**src/rtl/tmc_map.svh**
```systemverilog
// Purpose: offsets, field positions and reset values of the texture block
// Assumes: byte addresses on a 12-bit AXI4-Lite address
// Notes:   definitions only
`ifndef TMC_MAP_SVH
`define TMC_MAP_SVH

// ---------------------------------------------------------------
// register offsets
// ---------------------------------------------------------------
`define TMC_CTRL_OFF   12'h000
`define TMC_STAT_OFF   12'h004

// ---------------------------------------------------------------
// texture_control fields
// ---------------------------------------------------------------
`define TMC_PERSP_BIT  0
`define TMC_MINF_BIT   1
`define TMC_MAGF_BIT   2
`define TMC_CLAMPW_BIT 3
`define TMC_DITH_BIT   4
`define TMC_NCC_BIT    5
`define TMC_CLAMPS_BIT 6
`define TMC_CLAMPT_BIT 7
`define TMC_FMT_LSB    8
`define TMC_COLOR_LSB  12
`define TMC_ALPHA_LSB  21
`define TMC_TRI_BIT    30
`define TMC_CTRL_RST   32'h0000_0000
`define TMC_CTRL_WMASK 32'h7FFF_FFFF

// ---------------------------------------------------------------
// combine control layout inside a 9-bit group
// ---------------------------------------------------------------
`define TMC_CB_ZERO    0
`define TMC_CB_SUB     1
`define TMC_CB_MUX     2
`define TMC_CB_REV     5
`define TMC_CB_ADDC    6
`define TMC_CB_ADDA    7
`define TMC_CB_INV     8

// ---------------------------------------------------------------
// bus answers
// ---------------------------------------------------------------
`define TMC_RESP_OKAY  2'h0
`define TMC_RESP_SLV   2'h2

`endif

```
**src/rtl/tmc_pkg.sv**
```systemverilog
// Purpose: types of the texture control block
// Assumes: nothing
// Notes:   numbers live in tmc_map.svh
package tmc_pkg;
  typedef enum logic [2:0] {
    TMC_F_ZERO, TMC_F_LOCAL, TMC_F_AOTHER, TMC_F_ALOCAL,
    TMC_F_LOD, TMC_F_LODFRAC, TMC_F_RSV6, TMC_F_RSV7
  } tmc_factor_t;
  typedef logic [8:0] tmc_cb_ctl_t;
endpackage

```
**src/rtl/tmc_texture_control.sv**
```systemverilog
// Purpose: texture_control register, AXI4-Lite slave, texel address,
//          filter choice and four texture combine units
// Assumes: pixel inputs come from logic on ref_clk_i
// Notes:   results are valid one cycle after px_valid_i
//
// Design decisions made here: the register addresses and register access over AXI4-Lite.
`timescale 1ns/1ns
`include "tmc_map.svh"

module tmc_texture_control (
  input  wire logic        ref_clk_i,
  input  wire logic        sys_rst_i,
  input  wire logic [11:0] s_axi_awaddr_i,
  input  wire logic        s_axi_awvalid_i,
  output logic             s_axi_awready_o,
  input  wire logic [31:0] s_axi_wdata_i,
  input  wire logic [3:0]  s_axi_wstrb_i,
  input  wire logic        s_axi_wvalid_i,
  output logic             s_axi_wready_o,
  output logic [1:0]       s_axi_bresp_o,
  output logic             s_axi_bvalid_o,
  input  wire logic        s_axi_bready_i,
  input  wire logic [11:0] s_axi_araddr_i,
  input  wire logic        s_axi_arvalid_i,
  output logic             s_axi_arready_o,
  output logic [31:0]      s_axi_rdata_o,
  output logic [1:0]       s_axi_rresp_o,
  output logic             s_axi_rvalid_o,
  input  wire logic        s_axi_rready_i,
  input  wire logic        px_valid_i,
  input  wire logic [15:0] px_s_i,
  input  wire logic [15:0] px_t_i,
  input  wire logic [15:0] px_sw_i,
  input  wire logic [15:0] px_tw_i,
  input  wire logic        px_w_neg_i,
  input  wire logic        px_x0_i,
  input  wire logic        px_y0_i,
  input  wire logic [5:0]  lod_i,
  input  wire logic [5:0]  lod_min_i,
  input  wire logic [3:0]  width_log2_i,
  input  wire logic [3:0]  height_log2_i,
  input  wire logic [31:0] c_local_i,
  input  wire logic [31:0] c_other_i,
  output logic             tx_valid_o,
  output logic [11:0]      tx_s0_o,
  output logic [11:0]      tx_s1_o,
  output logic [11:0]      tx_t0_o,
  output logic [11:0]      tx_t1_o,
  output logic [3:0]       tx_frac_s_o,
  output logic [3:0]       tx_frac_t_o,
  output logic             tx_bilinear_o,
  output logic             trilinear_o,
  output logic             ncc_table_o,
  output logic [3:0]       texel_format_o,
  output logic [31:0]      comb_out_o
);

  // ---------------------------------------------------------------
  // register bus
  // ---------------------------------------------------------------
  logic [31:0] ctrl_q;
  logic [11:0] awaddr_q;
  logic [31:0] wdata_q;
  logic [3:0]  wstrb_q;
  logic [7:0]  stat_q;
  logic        wr_go;

  assign wr_go = !s_axi_awready_o && !s_axi_wready_o && !s_axi_bvalid_o;

  always_ff @(posedge ref_clk_i or posedge sys_rst_i) begin
    if (sys_rst_i) begin
      s_axi_awready_o <= 1'b1;
      s_axi_wready_o  <= 1'b1;
      s_axi_bvalid_o  <= 1'b0;
      s_axi_bresp_o   <= `TMC_RESP_OKAY;
      awaddr_q        <= 12'h000;
      wdata_q         <= 32'h0000_0000;
      wstrb_q         <= 4'h0;
    end else begin
      if (s_axi_awvalid_i && s_axi_awready_o) begin
        awaddr_q        <= s_axi_awaddr_i;
        s_axi_awready_o <= 1'b0;
      end
      if (s_axi_wvalid_i && s_axi_wready_o) begin
        wdata_q        <= s_axi_wdata_i;
        wstrb_q        <= s_axi_wstrb_i;
        s_axi_wready_o <= 1'b0;
      end
      if (wr_go) begin
        s_axi_bvalid_o <= 1'b1;
        s_axi_bresp_o  <= (awaddr_q == `TMC_CTRL_OFF ||
                           awaddr_q == `TMC_STAT_OFF) ?
                          `TMC_RESP_OKAY : `TMC_RESP_SLV;
      end
      if (s_axi_bvalid_o && s_axi_bready_i) begin
        s_axi_bvalid_o  <= 1'b0;
        s_axi_awready_o <= 1'b1;
        s_axi_wready_o  <= 1'b1;
      end
    end
  end

  always_ff @(posedge ref_clk_i or posedge sys_rst_i) begin
    if (sys_rst_i) begin
      ctrl_q <= `TMC_CTRL_RST;
    end else if (wr_go && awaddr_q == `TMC_CTRL_OFF) begin
      for (int b = 0; b < 4; b++) begin
        if (wstrb_q[b]) begin
          ctrl_q[8*b +: 8] <= wdata_q[8*b +: 8] &
                              8'(`TMC_CTRL_WMASK >> (8*b));
        end
      end
    end
  end

  always_ff @(posedge ref_clk_i or posedge sys_rst_i) begin
    if (sys_rst_i) begin
      s_axi_arready_o <= 1'b1;
      s_axi_rvalid_o  <= 1'b0;
      s_axi_rdata_o   <= 32'h0000_0000;
      s_axi_rresp_o   <= `TMC_RESP_OKAY;
    end else if (s_axi_arvalid_i && s_axi_arready_o) begin
      s_axi_arready_o <= 1'b0;
      s_axi_rvalid_o  <= 1'b1;
      s_axi_rresp_o   <= `TMC_RESP_OKAY;
      if (s_axi_araddr_i == `TMC_CTRL_OFF) begin
        s_axi_rdata_o <= ctrl_q;
      end else if (s_axi_araddr_i == `TMC_STAT_OFF) begin
        s_axi_rdata_o <= {24'h00_0000, stat_q};
      end else begin
        s_axi_rdata_o <= 32'h0000_0000;
        s_axi_rresp_o <= `TMC_RESP_SLV;
      end
    end else if (s_axi_rvalid_o && s_axi_rready_i) begin
      s_axi_rvalid_o  <= 1'b0;
      s_axi_arready_o <= 1'b1;
    end
  end

  // ---------------------------------------------------------------
  // static controls
  // ---------------------------------------------------------------
  assign trilinear_o    = ctrl_q[`TMC_TRI_BIT];
  assign ncc_table_o    = ctrl_q[`TMC_NCC_BIT];
  // one format for read expansion and write packing
  assign texel_format_o = ctrl_q[`TMC_FMT_LSB +: 4];

  // ---------------------------------------------------------------
  // coordinate selection, lod and filter choice
  // ---------------------------------------------------------------
  function automatic logic [11:0] fit(input logic signed [12:0] c,
                                      input logic [3:0] lg,
                                      input logic clamp);
    logic signed [12:0] lim;
    lim = 13'sh0001 <<< lg;
    if (clamp) begin
      if (c < 0) begin
        fit = 12'h000;
      end else if (c >= lim) begin
        fit = 12'(lim - 13'sh0001);
      end else begin
        fit = c[11:0];
      end
    end else begin
      fit = 12'(c & (lim - 13'sh0001));
    end
  endfunction

  logic [15:0] s_sel;
  logic [15:0] t_sel;
  logic [1:0]  dith;
  logic [6:0]  lod_d;
  logic        min_sel;
  logic        bil_d;

  always_comb begin
    s_sel = ctrl_q[`TMC_PERSP_BIT] ? px_sw_i : px_s_i;
    t_sel = ctrl_q[`TMC_PERSP_BIT] ? px_tw_i : px_t_i;
    if (ctrl_q[`TMC_CLAMPW_BIT] && px_w_neg_i) begin
      s_sel = 16'h0000;
      t_sel = 16'h0000;
    end
    // quarter steps 0..3 over a 2x2 pattern average 3/8
    dith = ctrl_q[`TMC_DITH_BIT] ?
           {px_x0_i ^ px_y0_i, px_y0_i} : 2'h0;
    lod_d   = {1'b0, lod_i} + {5'h00, dith};
    min_sel = lod_d >= {1'b0, lod_min_i};
    bil_d   = min_sel ? ctrl_q[`TMC_MINF_BIT] :
                        ctrl_q[`TMC_MAGF_BIT];
  end

  // ---------------------------------------------------------------
  // texel addresses
  // ---------------------------------------------------------------
  logic signed [12:0] s_int;
  logic signed [12:0] t_int;

  assign s_int = {s_sel[15], s_sel[15:4]};
  assign t_int = {t_sel[15], t_sel[15:4]};

  always_ff @(posedge ref_clk_i or posedge sys_rst_i) begin
    if (sys_rst_i) begin
      tx_valid_o    <= 1'b0;
      tx_s0_o       <= 12'h000;
      tx_s1_o       <= 12'h000;
      tx_t0_o       <= 12'h000;
      tx_t1_o       <= 12'h000;
      tx_frac_s_o   <= 4'h0;
      tx_frac_t_o   <= 4'h0;
      tx_bilinear_o <= 1'b0;
      stat_q        <= 8'h00;
    end else begin
      tx_valid_o <= px_valid_i;
      if (px_valid_i) begin
        tx_s0_o <= fit(s_int, width_log2_i,
                       ctrl_q[`TMC_CLAMPS_BIT]);
        tx_t0_o <= fit(t_int, height_log2_i,
                       ctrl_q[`TMC_CLAMPT_BIT]);
        // point: second texel equals first
        tx_s1_o <= fit(bil_d ? s_int + 13'sh0001 : s_int,
                       width_log2_i, ctrl_q[`TMC_CLAMPS_BIT]);
        tx_t1_o <= fit(bil_d ? t_int + 13'sh0001 : t_int,
                       height_log2_i, ctrl_q[`TMC_CLAMPT_BIT]);
        tx_frac_s_o   <= bil_d ? s_sel[3:0] : 4'h0;
        tx_frac_t_o   <= bil_d ? t_sel[3:0] : 4'h0;
        tx_bilinear_o <= bil_d;
        stat_q <= {bil_d, min_sel, lod_d[5:0]};
      end
    end
  end

  // ---------------------------------------------------------------
  // combine units: red, green, blue, then alpha
  // ---------------------------------------------------------------
  logic [7:0] cmb_ch [4];

  for (genvar c = 0; c < 4; c++) begin : g_cmb
    tmc_pkg::tmc_cb_ctl_t ctl;
    assign ctl = (c == 3) ? ctrl_q[`TMC_ALPHA_LSB +: 9] :
                            ctrl_q[`TMC_COLOR_LSB +: 9];
    always_comb begin
      logic [7:0]         loc;
      logic [7:0]         oth;
      logic [7:0]         sub;
      logic [7:0]         f;
      logic signed [9:0]  diff;
      logic signed [19:0] prod;
      logic signed [19:0] sum;
      f    = 8'h00;
      loc  = c_local_i[8*c +: 8];
      oth  = ctl[`TMC_CB_ZERO] ? 8'h00 : c_other_i[8*c +: 8];
      sub  = ctl[`TMC_CB_SUB] ? loc : 8'h00;
      case (tmc_pkg::tmc_factor_t'(ctl[`TMC_CB_MUX +: 3]))
        tmc_pkg::TMC_F_LOCAL:   f = loc;
        tmc_pkg::TMC_F_AOTHER:  f = c_other_i[31:24];
        tmc_pkg::TMC_F_ALOCAL:  f = c_local_i[31:24];
        tmc_pkg::TMC_F_LOD:     f = {lod_i, 2'h0};
        tmc_pkg::TMC_F_LODFRAC: f = {lod_i[1:0], 6'h00};
        default:                f = 8'h00;
      endcase
      if (ctl[`TMC_CB_REV]) begin
        f = ~f;
      end
      diff = $signed({2'h0, oth}) - $signed({2'h0, sub});
      prod = (20'(diff) * $signed({11'h000, f} + 20'sh00001)) >>> 8;
      sum  = prod;
      if (ctl[`TMC_CB_ADDC]) begin
        sum = sum + $signed({12'h000, loc});
      end
      if (ctl[`TMC_CB_ADDA]) begin
        sum = sum + $signed({12'h000, c_local_i[31:24]});
      end
      if (sum < 0) begin
        cmb_ch[c] = 8'h00;
      end else if (sum > 20'sh000FF) begin
        cmb_ch[c] = 8'hFF;
      end else begin
        cmb_ch[c] = sum[7:0];
      end
      if (ctl[`TMC_CB_INV]) begin
        cmb_ch[c] = ~cmb_ch[c];
      end
    end
  end

  always_ff @(posedge ref_clk_i or posedge sys_rst_i) begin
    if (sys_rst_i) begin
      comb_out_o <= 32'h0000_0000;
    end else if (px_valid_i) begin
      comb_out_o <= {cmb_ch[3], cmb_ch[2], cmb_ch[1], cmb_ch[0]};
    end
  end

endmodule

```
**config.mk**
```make
export PLATFORM = sky130hd
export DESIGN_NAME = tmc_texture_control
export DESIGN_NICKNAME = d
export VERILOG_FILES = /design/src/rtl/tmc_pkg.sv /design/src/rtl/tmc_texture_control.sv
export VERILOG_INCLUDE_DIRS = /design/src /design/src/rtl
export SDC_FILE = /design/constraint.sdc
export NUM_CORES = 2
export LEC_CHECK = 0
export BUFFER_PORTS_ARGS = -buffer_cell sky130_fd_sc_hd__buf_2
export CAP_MARGIN = 30
export CORE_ASPECT_RATIO = 1.25
export CORE_MARGIN = 1
export CORE_UTILIZATION = 63
export CTS_CLUSTER_SIZE = 28
export DETAILED_ROUTE_END_ITERATION = 6
export GPL_TIMING_DRIVEN = 0
export PLACE_DENSITY = 0.82
export SETUP_SLACK_MARGIN = 0.4
export SKIP_LAST_GASP = 1
export SLEW_MARGIN = 20
export SYNTH_ARGS = -nofsm -noshare
export SYNTH_HDL_FRONTEND = slang
export SYNTH_SLANG_ARGS = --single-unit
```
**constraint.sdc**
```tcl
create_clock -name ref_clk_i -period 18.6 [get_ports ref_clk_i]
set_input_delay 1.86 -clock ref_clk_i [delete_from_list [all_inputs] [get_ports ref_clk_i]]
set_output_delay 1.86 -clock ref_clk_i [all_outputs]
set_load 0.005 [all_outputs]
```
* Word level (Yosys, flattened, before mapping)
Index checks and enable logic that the tools add are counted.
** Storage, ports and cells
- Register bits :: 217
- Input bits :: 219
- Output and inout bits :: 137
** Cells by class
- Add/subtract/negate cells :: 21
- $mul :: 4
- Magnitude comparators :: 17
- Equality and inequality tests :: 12
- Shifts and indexed selects :: 2
- Multiplexer cells :: 73
- Bitwise gates (word level) :: 13
- Reduce and logical (&&, ||, !) cells :: 24
** Operators with widths (number)
- $mux W8 :: 25
- $mux W20 :: 8
- $mux W12 :: 12
- $pmux W8 S5 :: 3
- $add A20 B9 Y20 :: 4
- $gt A20 B9 Y1 const B :: 4
- $lt A20 B1 Y1 const B :: 4
- $mul A9 B10 Y19 :: 4
- $mux W16 :: 4
- $not A8 Y8 :: 8
- $add A11 B9 Y12 :: 4
- $and A12 B12 Y12 :: 4
- $add A8 B1 Y9 const B :: 4
- $sub A8 B8 Y9 :: 4
- $pmux W8 S4 :: 1
- $mux W31 :: 1
- $add A12 B2 Y13 const B :: 2
- $ge A12 B13 Y1 :: 2
- $ge A13 B13 Y1 :: 2
- $lt A13 B1 Y1 const B :: 2
- $mux W13 :: 2
- $sshl A2 B4 Y13 const A :: 2
- $eq A12 B3 Y1 const B :: 2
- $logic_not A12 Y1 :: 2
- other kinds (17) :: 56

* Depth between registers and ports, before layout
- Word-level depth :: 16
- Depth in mapped cells :: 50
- Mapped depth without buffers :: 47

* Worst setup path after synthesis
OpenSTA, ideal clock, no wires.
- Path type :: input-to-reg
- From :: input c_other_i[24]
- To :: register comb_out_o[25]
- Library setup time :: 0.126 ns
- Arrival time :: 11.796 ns
- Required time :: 18.474 ns
- Path slack :: 6.678 ns
- Stages on the path :: 42
- Path buffers :: 3
- Cells stage by stage :: nor4bb_1 o21a_1 or2_2 clkbuf_1 ha_1 nand3_1 inv_1 nand3_1 xor2_1 or2_2 fa_1 inv_1 fa_1 ha_1 fa_1 ha_1 ha_1 or4b_1 [... 6 more ...] o21bai_1 a21oi_1 xnor2_1 nand2_1 o31ai_1 ha_1 a21oi_1 or4b_2 a31oi_1 nor2b_1 buf_1 mux2i_1 nor4_1 a211oi_1 o32a_2 buf_6 o211a_1 a221o_1
** On the way
- Word-level cells in the longest chain between the ends :: 14
- Elaborated cells between the ends (all ways) :: 17
** RTL lines
- start: declaration :: line tmc_texture_control.sv:43 : input wire logic [31:0] c_other_i,
- $pmux W8 S4 :: line tmc_texture_control.sv:253 : case (tmc_pkg::tmc_factor_t'(ctl[`TMC_CB_MUX +: 3]))
- $not A8 Y8 :: line tmc_texture_control.sv:262 : f = ~f;
- $mux W8 :: line tmc_texture_control.sv:261 : if (ctl[`TMC_CB_REV]) begin
- $add A8 B1 Y9 :: line tmc_texture_control.sv:265 : prod = (20'(diff) * $signed({11'h000, f} + 20'sh00001)) >>> 8;
- $mul A9 B10 Y19 * :: line tmc_texture_control.sv:265
- $add A11 B9 Y12 :: line tmc_texture_control.sv:268 : sum = sum + $signed({12'h000, loc});
- $mux W20 * :: line tmc_texture_control.sv:267 : if (ctl[`TMC_CB_ADDC]) begin
- $add A20 B9 Y20 :: line tmc_texture_control.sv:271 : sum = sum + $signed({12'h000, c_local_i[31:24]});
- $mux W20 * :: line tmc_texture_control.sv:270 : if (ctl[`TMC_CB_ADDA]) begin
- $gt A20 B9 Y1 :: line tmc_texture_control.sv:275 : end else if (sum > 20'sh000FF) begin
- $mux W8 :: line tmc_texture_control.sv:275
- $mux W8 * :: line tmc_texture_control.sv:273 : if (sum < 0) begin
- $not A8 Y8 :: line tmc_texture_control.sv:281 : cmb_ch[c] = ~cmb_ch[c];
- $mux W8 * :: line tmc_texture_control.sv:280 : if (ctl[`TMC_CB_INV]) begin
- end signal: assignment :: line tmc_texture_control.sv:290 : comb_out_o <= {cmb_ch[3], cmb_ch[2], cmb_ch[1], cmb_ch[0]};
- end: declaration :: line tmc_texture_control.sv:55 : output logic [31:0] comb_out_o
Every way passes the cells marked *; elsewhere a longest branch is shown, timed or not.
A chain may end at the register's enable or synchronous reset.

* Worst setup path after layout
- From :: input c_local_i[24]
- To :: register comb_out_o[25]
** On the way
- Word-level cells in the longest chain between the ends :: 14
- Elaborated cells between the ends (all ways) :: 17
** RTL lines
- start: declaration :: line tmc_texture_control.sv:42 : input wire logic [31:0] c_local_i,
- $pmux W8 S4 :: line tmc_texture_control.sv:253
- $not A8 Y8 :: line tmc_texture_control.sv:262
- $mux W8 :: line tmc_texture_control.sv:261
- $add A8 B1 Y9 :: line tmc_texture_control.sv:265
- $mul A9 B10 Y19 :: line tmc_texture_control.sv:265
- $add A11 B9 Y12 :: line tmc_texture_control.sv:268
- $mux W20 :: line tmc_texture_control.sv:267
- $add A20 B9 Y20 :: line tmc_texture_control.sv:271
- $mux W20 * :: line tmc_texture_control.sv:270
- $gt A20 B9 Y1 :: line tmc_texture_control.sv:275
- $mux W8 :: line tmc_texture_control.sv:275
- $mux W8 * :: line tmc_texture_control.sv:273
- $not A8 Y8 :: line tmc_texture_control.sv:281
- $mux W8 * :: line tmc_texture_control.sv:280
Marked as above.

==> reports/metrics.json <==
{
  "run_status": {"value": "finished clean"},
  "cp-start-kind": {"value": "primary input"},
  "numCtsBuffers": {"value": 21},
  "clk_transition_reported_paths": {"value": 0.07, "unit": "ns"},
  "hold_path_class": {"value": "register to register"},
  "final-hold-violation-count": {"value": 0},
  "synth.ff_latch_count": {"value": 213},
  "detailedRoute.firstPassIterationCount": {"value": 6},
  "post-route-util": {"value": 71.6, "unit": "%"},
  "drc_violation_total_after_the_first_tritonroute_iteration": {"value": 2067},
  "post_synth.cell_area_avg": {"value": 8.60, "unit": "um2"},
  "flow.area_growth_from_synthesis": {"value": 11.5, "unit": "%"},
  "area_of_the_core": {"value": 46500, "unit": "um2"},
  "grt.total_usage": {"value": 40.6, "unit": "%"},
  "ys.warnings.count": {"value": 0},
  "final_min_period_over_clock_period": {"value": 73.2, "unit": "%"},
  "crit_required": {"value": 19.01, "unit": "ns"},
  "post_synth_instance_area": {"value": 29800, "unit": "um2"},
  "grt_first_pass_wirelength": {"value": 151000, "unit": "um"},
  "leakagePower": {"value": 16.4, "unit": "nW"},
  "die-area": {"value": 48200, "unit": "um2"},
  "report.final.slew_viol_count": {"value": 0},
  "ios": {"value": 356},
  "final_setup_fails": {"value": 0},
  "rsz_0062_raised_after_global_routing": {"value": "false"},
  "clock_group_share_of_total_power": {"value": 23.2, "unit": "%"},
  "filler_cell_count": {"value": 3849},
  "irDropWorstVdd": {"value": 0.101, "unit": "mV"},
  "largest_net_degree_at_the_start_of_global_routing": {"value": 98},
  "std_cell_rows": {"value": 88},
  "crit_path_max_cell_delay": {"value": 0.63, "unit": "ns"},
  "avgRoutedWirePerCell": {"value": 21.5, "unit": "um"},
  "seqPwrFrac": {"value": 29.0, "unit": "%"},
  "yosys.area.top_type_share": {"value": 17.6, "unit": "%"},
  "timing.setup.tns": {"value": 0, "unit": "ns"},
  "cts_htree_levels": {"value": 1},
  "p_int": {"value": 1.24, "unit": "mW"},
  "synth_seq_area_share": {"value": 17.9, "unit": "%"},
  "synth.distinct_cells": {"value": 89},
  "finish.net_count": {"value": 4647},
  "grt_pass1_vias": {"value": 28009},
  "cts_post_setup_buffers_inserted": {"value": 0},
  "finalWorstPathRequiredPeriod": {"value": 13.61, "unit": "ns"},
  "critical_path.most_common_cell": {"value": "sky130_fd_sc_hd__ha_1"},
  "fmax": {"value": 73.5, "unit": "MHz"},
  "gp_congestion": {"value": 1.01},
  "cts_hold_buf": {"value": 0},
  "root_buffer_selected_by_cts": {"value": "sky130_fd_sc_hd__clkbuf_16"},
  "port_buffers": {"value": 348},
  "syn_inst": {"value": 3469},
  "drc": {"value": 0},
  "cts_tree": {"value": "built"},
  "fin_worst_skew": {"value": 0.0147, "unit": "ns"},
  "vias_per_cell": {"value": 6.21},
  "dominantRegCellSynth": {"value": "sky130_fd_sc_hd__dfrtp_1"},
  "numClockSinks": {"value": 213},
  "synth-async-reset-ratio": {"value": 100, "unit": "%"},
  "hpwlAfterDp": {"value": 79400, "unit": "um"},
  "max_cap_viol_count": {"value": 0},
  "synthTopCellsByArea": {"value": "sky130_fd_sc_hd__dfrtp_1 18%, sky130_fd_sc_hd__ha_1 15%, sky130_fd_sc_hd__fa_1 14%"},
  "critical_path_peak_fanout": {"value": 10},
  "post_route_antenna_net_violation_count": {"value": 0},
  "clk-insertion-delay-late": {"value": 0.53, "unit": "ns"},
  "critical_path_end_type": {"value": "register"},
  "synth_largest_area_cell": {"value": "sky130_fd_sc_hd__dfrtp_1"},
  "drive_gt1_share": {"value": 15.7, "unit": "%"},
  "power.switching": {"value": 0.841, "unit": "mW"},
  "grt_remaining_overflow": {"value": 0},
  "resized_gates_after_cts": {"value": 0},
  "initial_utilization": {"value": 64.2, "unit": "%"},
  "number_of_antenna_violations_at_the_first_check_in_global_routing": {"value": 3},
  "power_density": {"value": 62.5, "unit": "nW/um2"},
  "num_vias": {"value": 27938},
  "crit_slowest_cell": {"value": "sky130_fd_sc_hd__or4b_2"},
  "power.combinational.fraction": {"value": 47.8, "unit": "%"},
  "cp.arrival": {"value": 14.01, "unit": "ns"},
  "die_height": {"value": 245, "unit": "um"},
  "timing_worst_slew_pin_value": {"value": 1.09, "unit": "ns"},
  "cts_max_path_buffers": {"value": 3},
  "slew-limit-headroom": {"value": 26.4, "unit": "%"},
  "totalWireLength": {"value": 96900, "unit": "um"},
  "die_x": {"value": 197, "unit": "um"},
  "swShare": {"value": 40.5, "unit": "%"},
  "critical_path_class": {"value": "primary input to register"},
  "synth_edf_count": {"value": 0}
}
[logic make-up after synthesis]
logic type | count (synthesis) | share of synthesized area (%)
xor gates and xnor gates | 177 | 5.24
and+or+nand+nor | 1179 | 19.3
muxes | 171 | 6.16
DFF | 213 | 17.9
AOI/OAI and AO/OA | 745 | 16.7
other | 1 | 0.0126
buffers and inverters | 404 | 5.21
adders and majority gates | 579 | 29.5
[cell type report]
type	count	area, um2	area share (%)
Clock inverter	12	179	0.538
Timing Repair Buffer	357	1850	5.57
Sequential cell	213	5330	16.0
Inverter	287	1080	3.26
Buffer	117	475	1.43
Clock buffer	26	574	1.73
Antenna cell	2	5.00	0.0151
Multi-Input combinational cell	2854	23000	69.0
Tap cell	630	788	2.37
[layout by cell type (no fill, tap or decap), types with 99 or more instances in the layout]
master	instances
sky130_fd_sc_hd__nor2_1	377
sky130_fd_sc_hd__ha_1	368
sky130_fd_sc_hd__buf_2	354
sky130_fd_sc_hd__inv_1	283
sky130_fd_sc_hd__nand2_1	262
sky130_fd_sc_hd__dfrtp_1	210
sky130_fd_sc_hd__fa_1	209
sky130_fd_sc_hd__a21oi_1	174
sky130_fd_sc_hd__o21ai_0	142
sky130_fd_sc_hd__xnor2_1	125
sky130_fd_sc_hd__mux2_2	100
sky130_fd_sc_hd__clkbuf_1	99
[power by group through the flow]
stage                     Sequential, mW  Combinational (mW)  Clock [mW]
after floorplan                    0.591               0.691           0
after detailed placement           0.607               0.971           0
after global placement             0.606               0.945           0
final                              0.603               0.993       0.482
after global routing               0.610                1.10       0.498
after CTS                          0.601               0.979       0.482
[final timing paths]
| check | from | to | depth (start not counted) | slack (ns) |
|---|---|---|---|---|
| setup / recovery | c_local_i[24] | comb_out_o[25] | 43 | 4.99 |
| hold / removal | wdata_q[26] | ctrl_q[26] | 2 | 0.48 |
| setup reg to reg | ctrl_q[17] | comb_out_o[7] | 39 | 5.24 |
| hold reg to reg | wdata_q[26] | ctrl_q[26] | 2 | 0.48 |
| max in group asynchronous | sys_rst_i | tx_t1_o[6] | 3 | 16.47 |
| min in group asynchronous | sys_rst_i | s_axi_rvalid_o | 2 | 1.32 |
[registers in the layout, indices dropped and copies added (netlist names), 31 cells and up]
name / cells
s_axi_rdata_o: 31
ctrl_q: 31
comb_out_o: 32
wdata_q: 31
[synth_stat cells, types with 27 or more instances]
| master | n |
|---|---|
| sky130_fd_sc_hd__nand2_1 | 262 |
| sky130_fd_sc_hd__and2_1 | 43 |
| sky130_fd_sc_hd__fa_1 | 209 |
| sky130_fd_sc_hd__nand2b_1 | 63 |
| sky130_fd_sc_hd__mux2i_1 | 70 |
| sky130_fd_sc_hd__nor3_1 | 42 |
| sky130_fd_sc_hd__a21oi_1 | 174 |
| sky130_fd_sc_hd__mux2_2 | 100 |
| sky130_fd_sc_hd__a31oi_1 | 32 |
| sky130_fd_sc_hd__nand3_1 | 86 |
| sky130_fd_sc_hd__a211oi_1 | 31 |
| sky130_fd_sc_hd__xnor2_1 | 125 |
| sky130_fd_sc_hd__o211ai_1 | 29 |
| sky130_fd_sc_hd__clkbuf_1 | 97 |
| sky130_fd_sc_hd__ha_1 | 368 |
| sky130_fd_sc_hd__xor2_1 | 51 |
| sky130_fd_sc_hd__dfrtp_1 | 210 |
| sky130_fd_sc_hd__and3_1 | 27 |
| sky130_fd_sc_hd__nor2b_1 | 82 |
| sky130_fd_sc_hd__nor2_1 | 377 |
| sky130_fd_sc_hd__o21a_1 | 40 |
| sky130_fd_sc_hd__inv_1 | 284 |
| sky130_fd_sc_hd__or2_2 | 79 |
| sky130_fd_sc_hd__o21ai_0 | 142 |
| sky130_fd_sc_hd__a21o_1 | 63 |
[critical path, delay by kind of cell]
kind	cells	cell delay, ns
AO/OA/AOI/OAI	12	2.97
XOR/XNOR	2	0.71
adder cells (fa/ha/maj)	9	3.34
buffers and inverters	6	1.23
multiplexers	1	0.17
AND/OR/NAND/NOR	13	3.71
[per-stage QoR]
step	hold slack [ns]	total power, mW	std cells	setup slack, ns	area (um2)
after floorplan	0.444	1.28	3471	6.68	29800
after global placement	0.458	1.55	4449	4.73	32400
after detailed placement	0.463	1.58	4455	4.69	32500
after CTS	0.478	2.06	4493	5.14	33200
after global routing	0.499	2.21	4497	4.47	33200
final	0.479	2.08	4498	4.99	33200
[routing by layer]
layer	track usage (%)	wire [um]
met3	7.69	8250
met2	67.7	45200
met4	28.3	7540
met5	0	11
met1	47.2	35900
No activity file was read; power rests on OpenSTA's default activity.
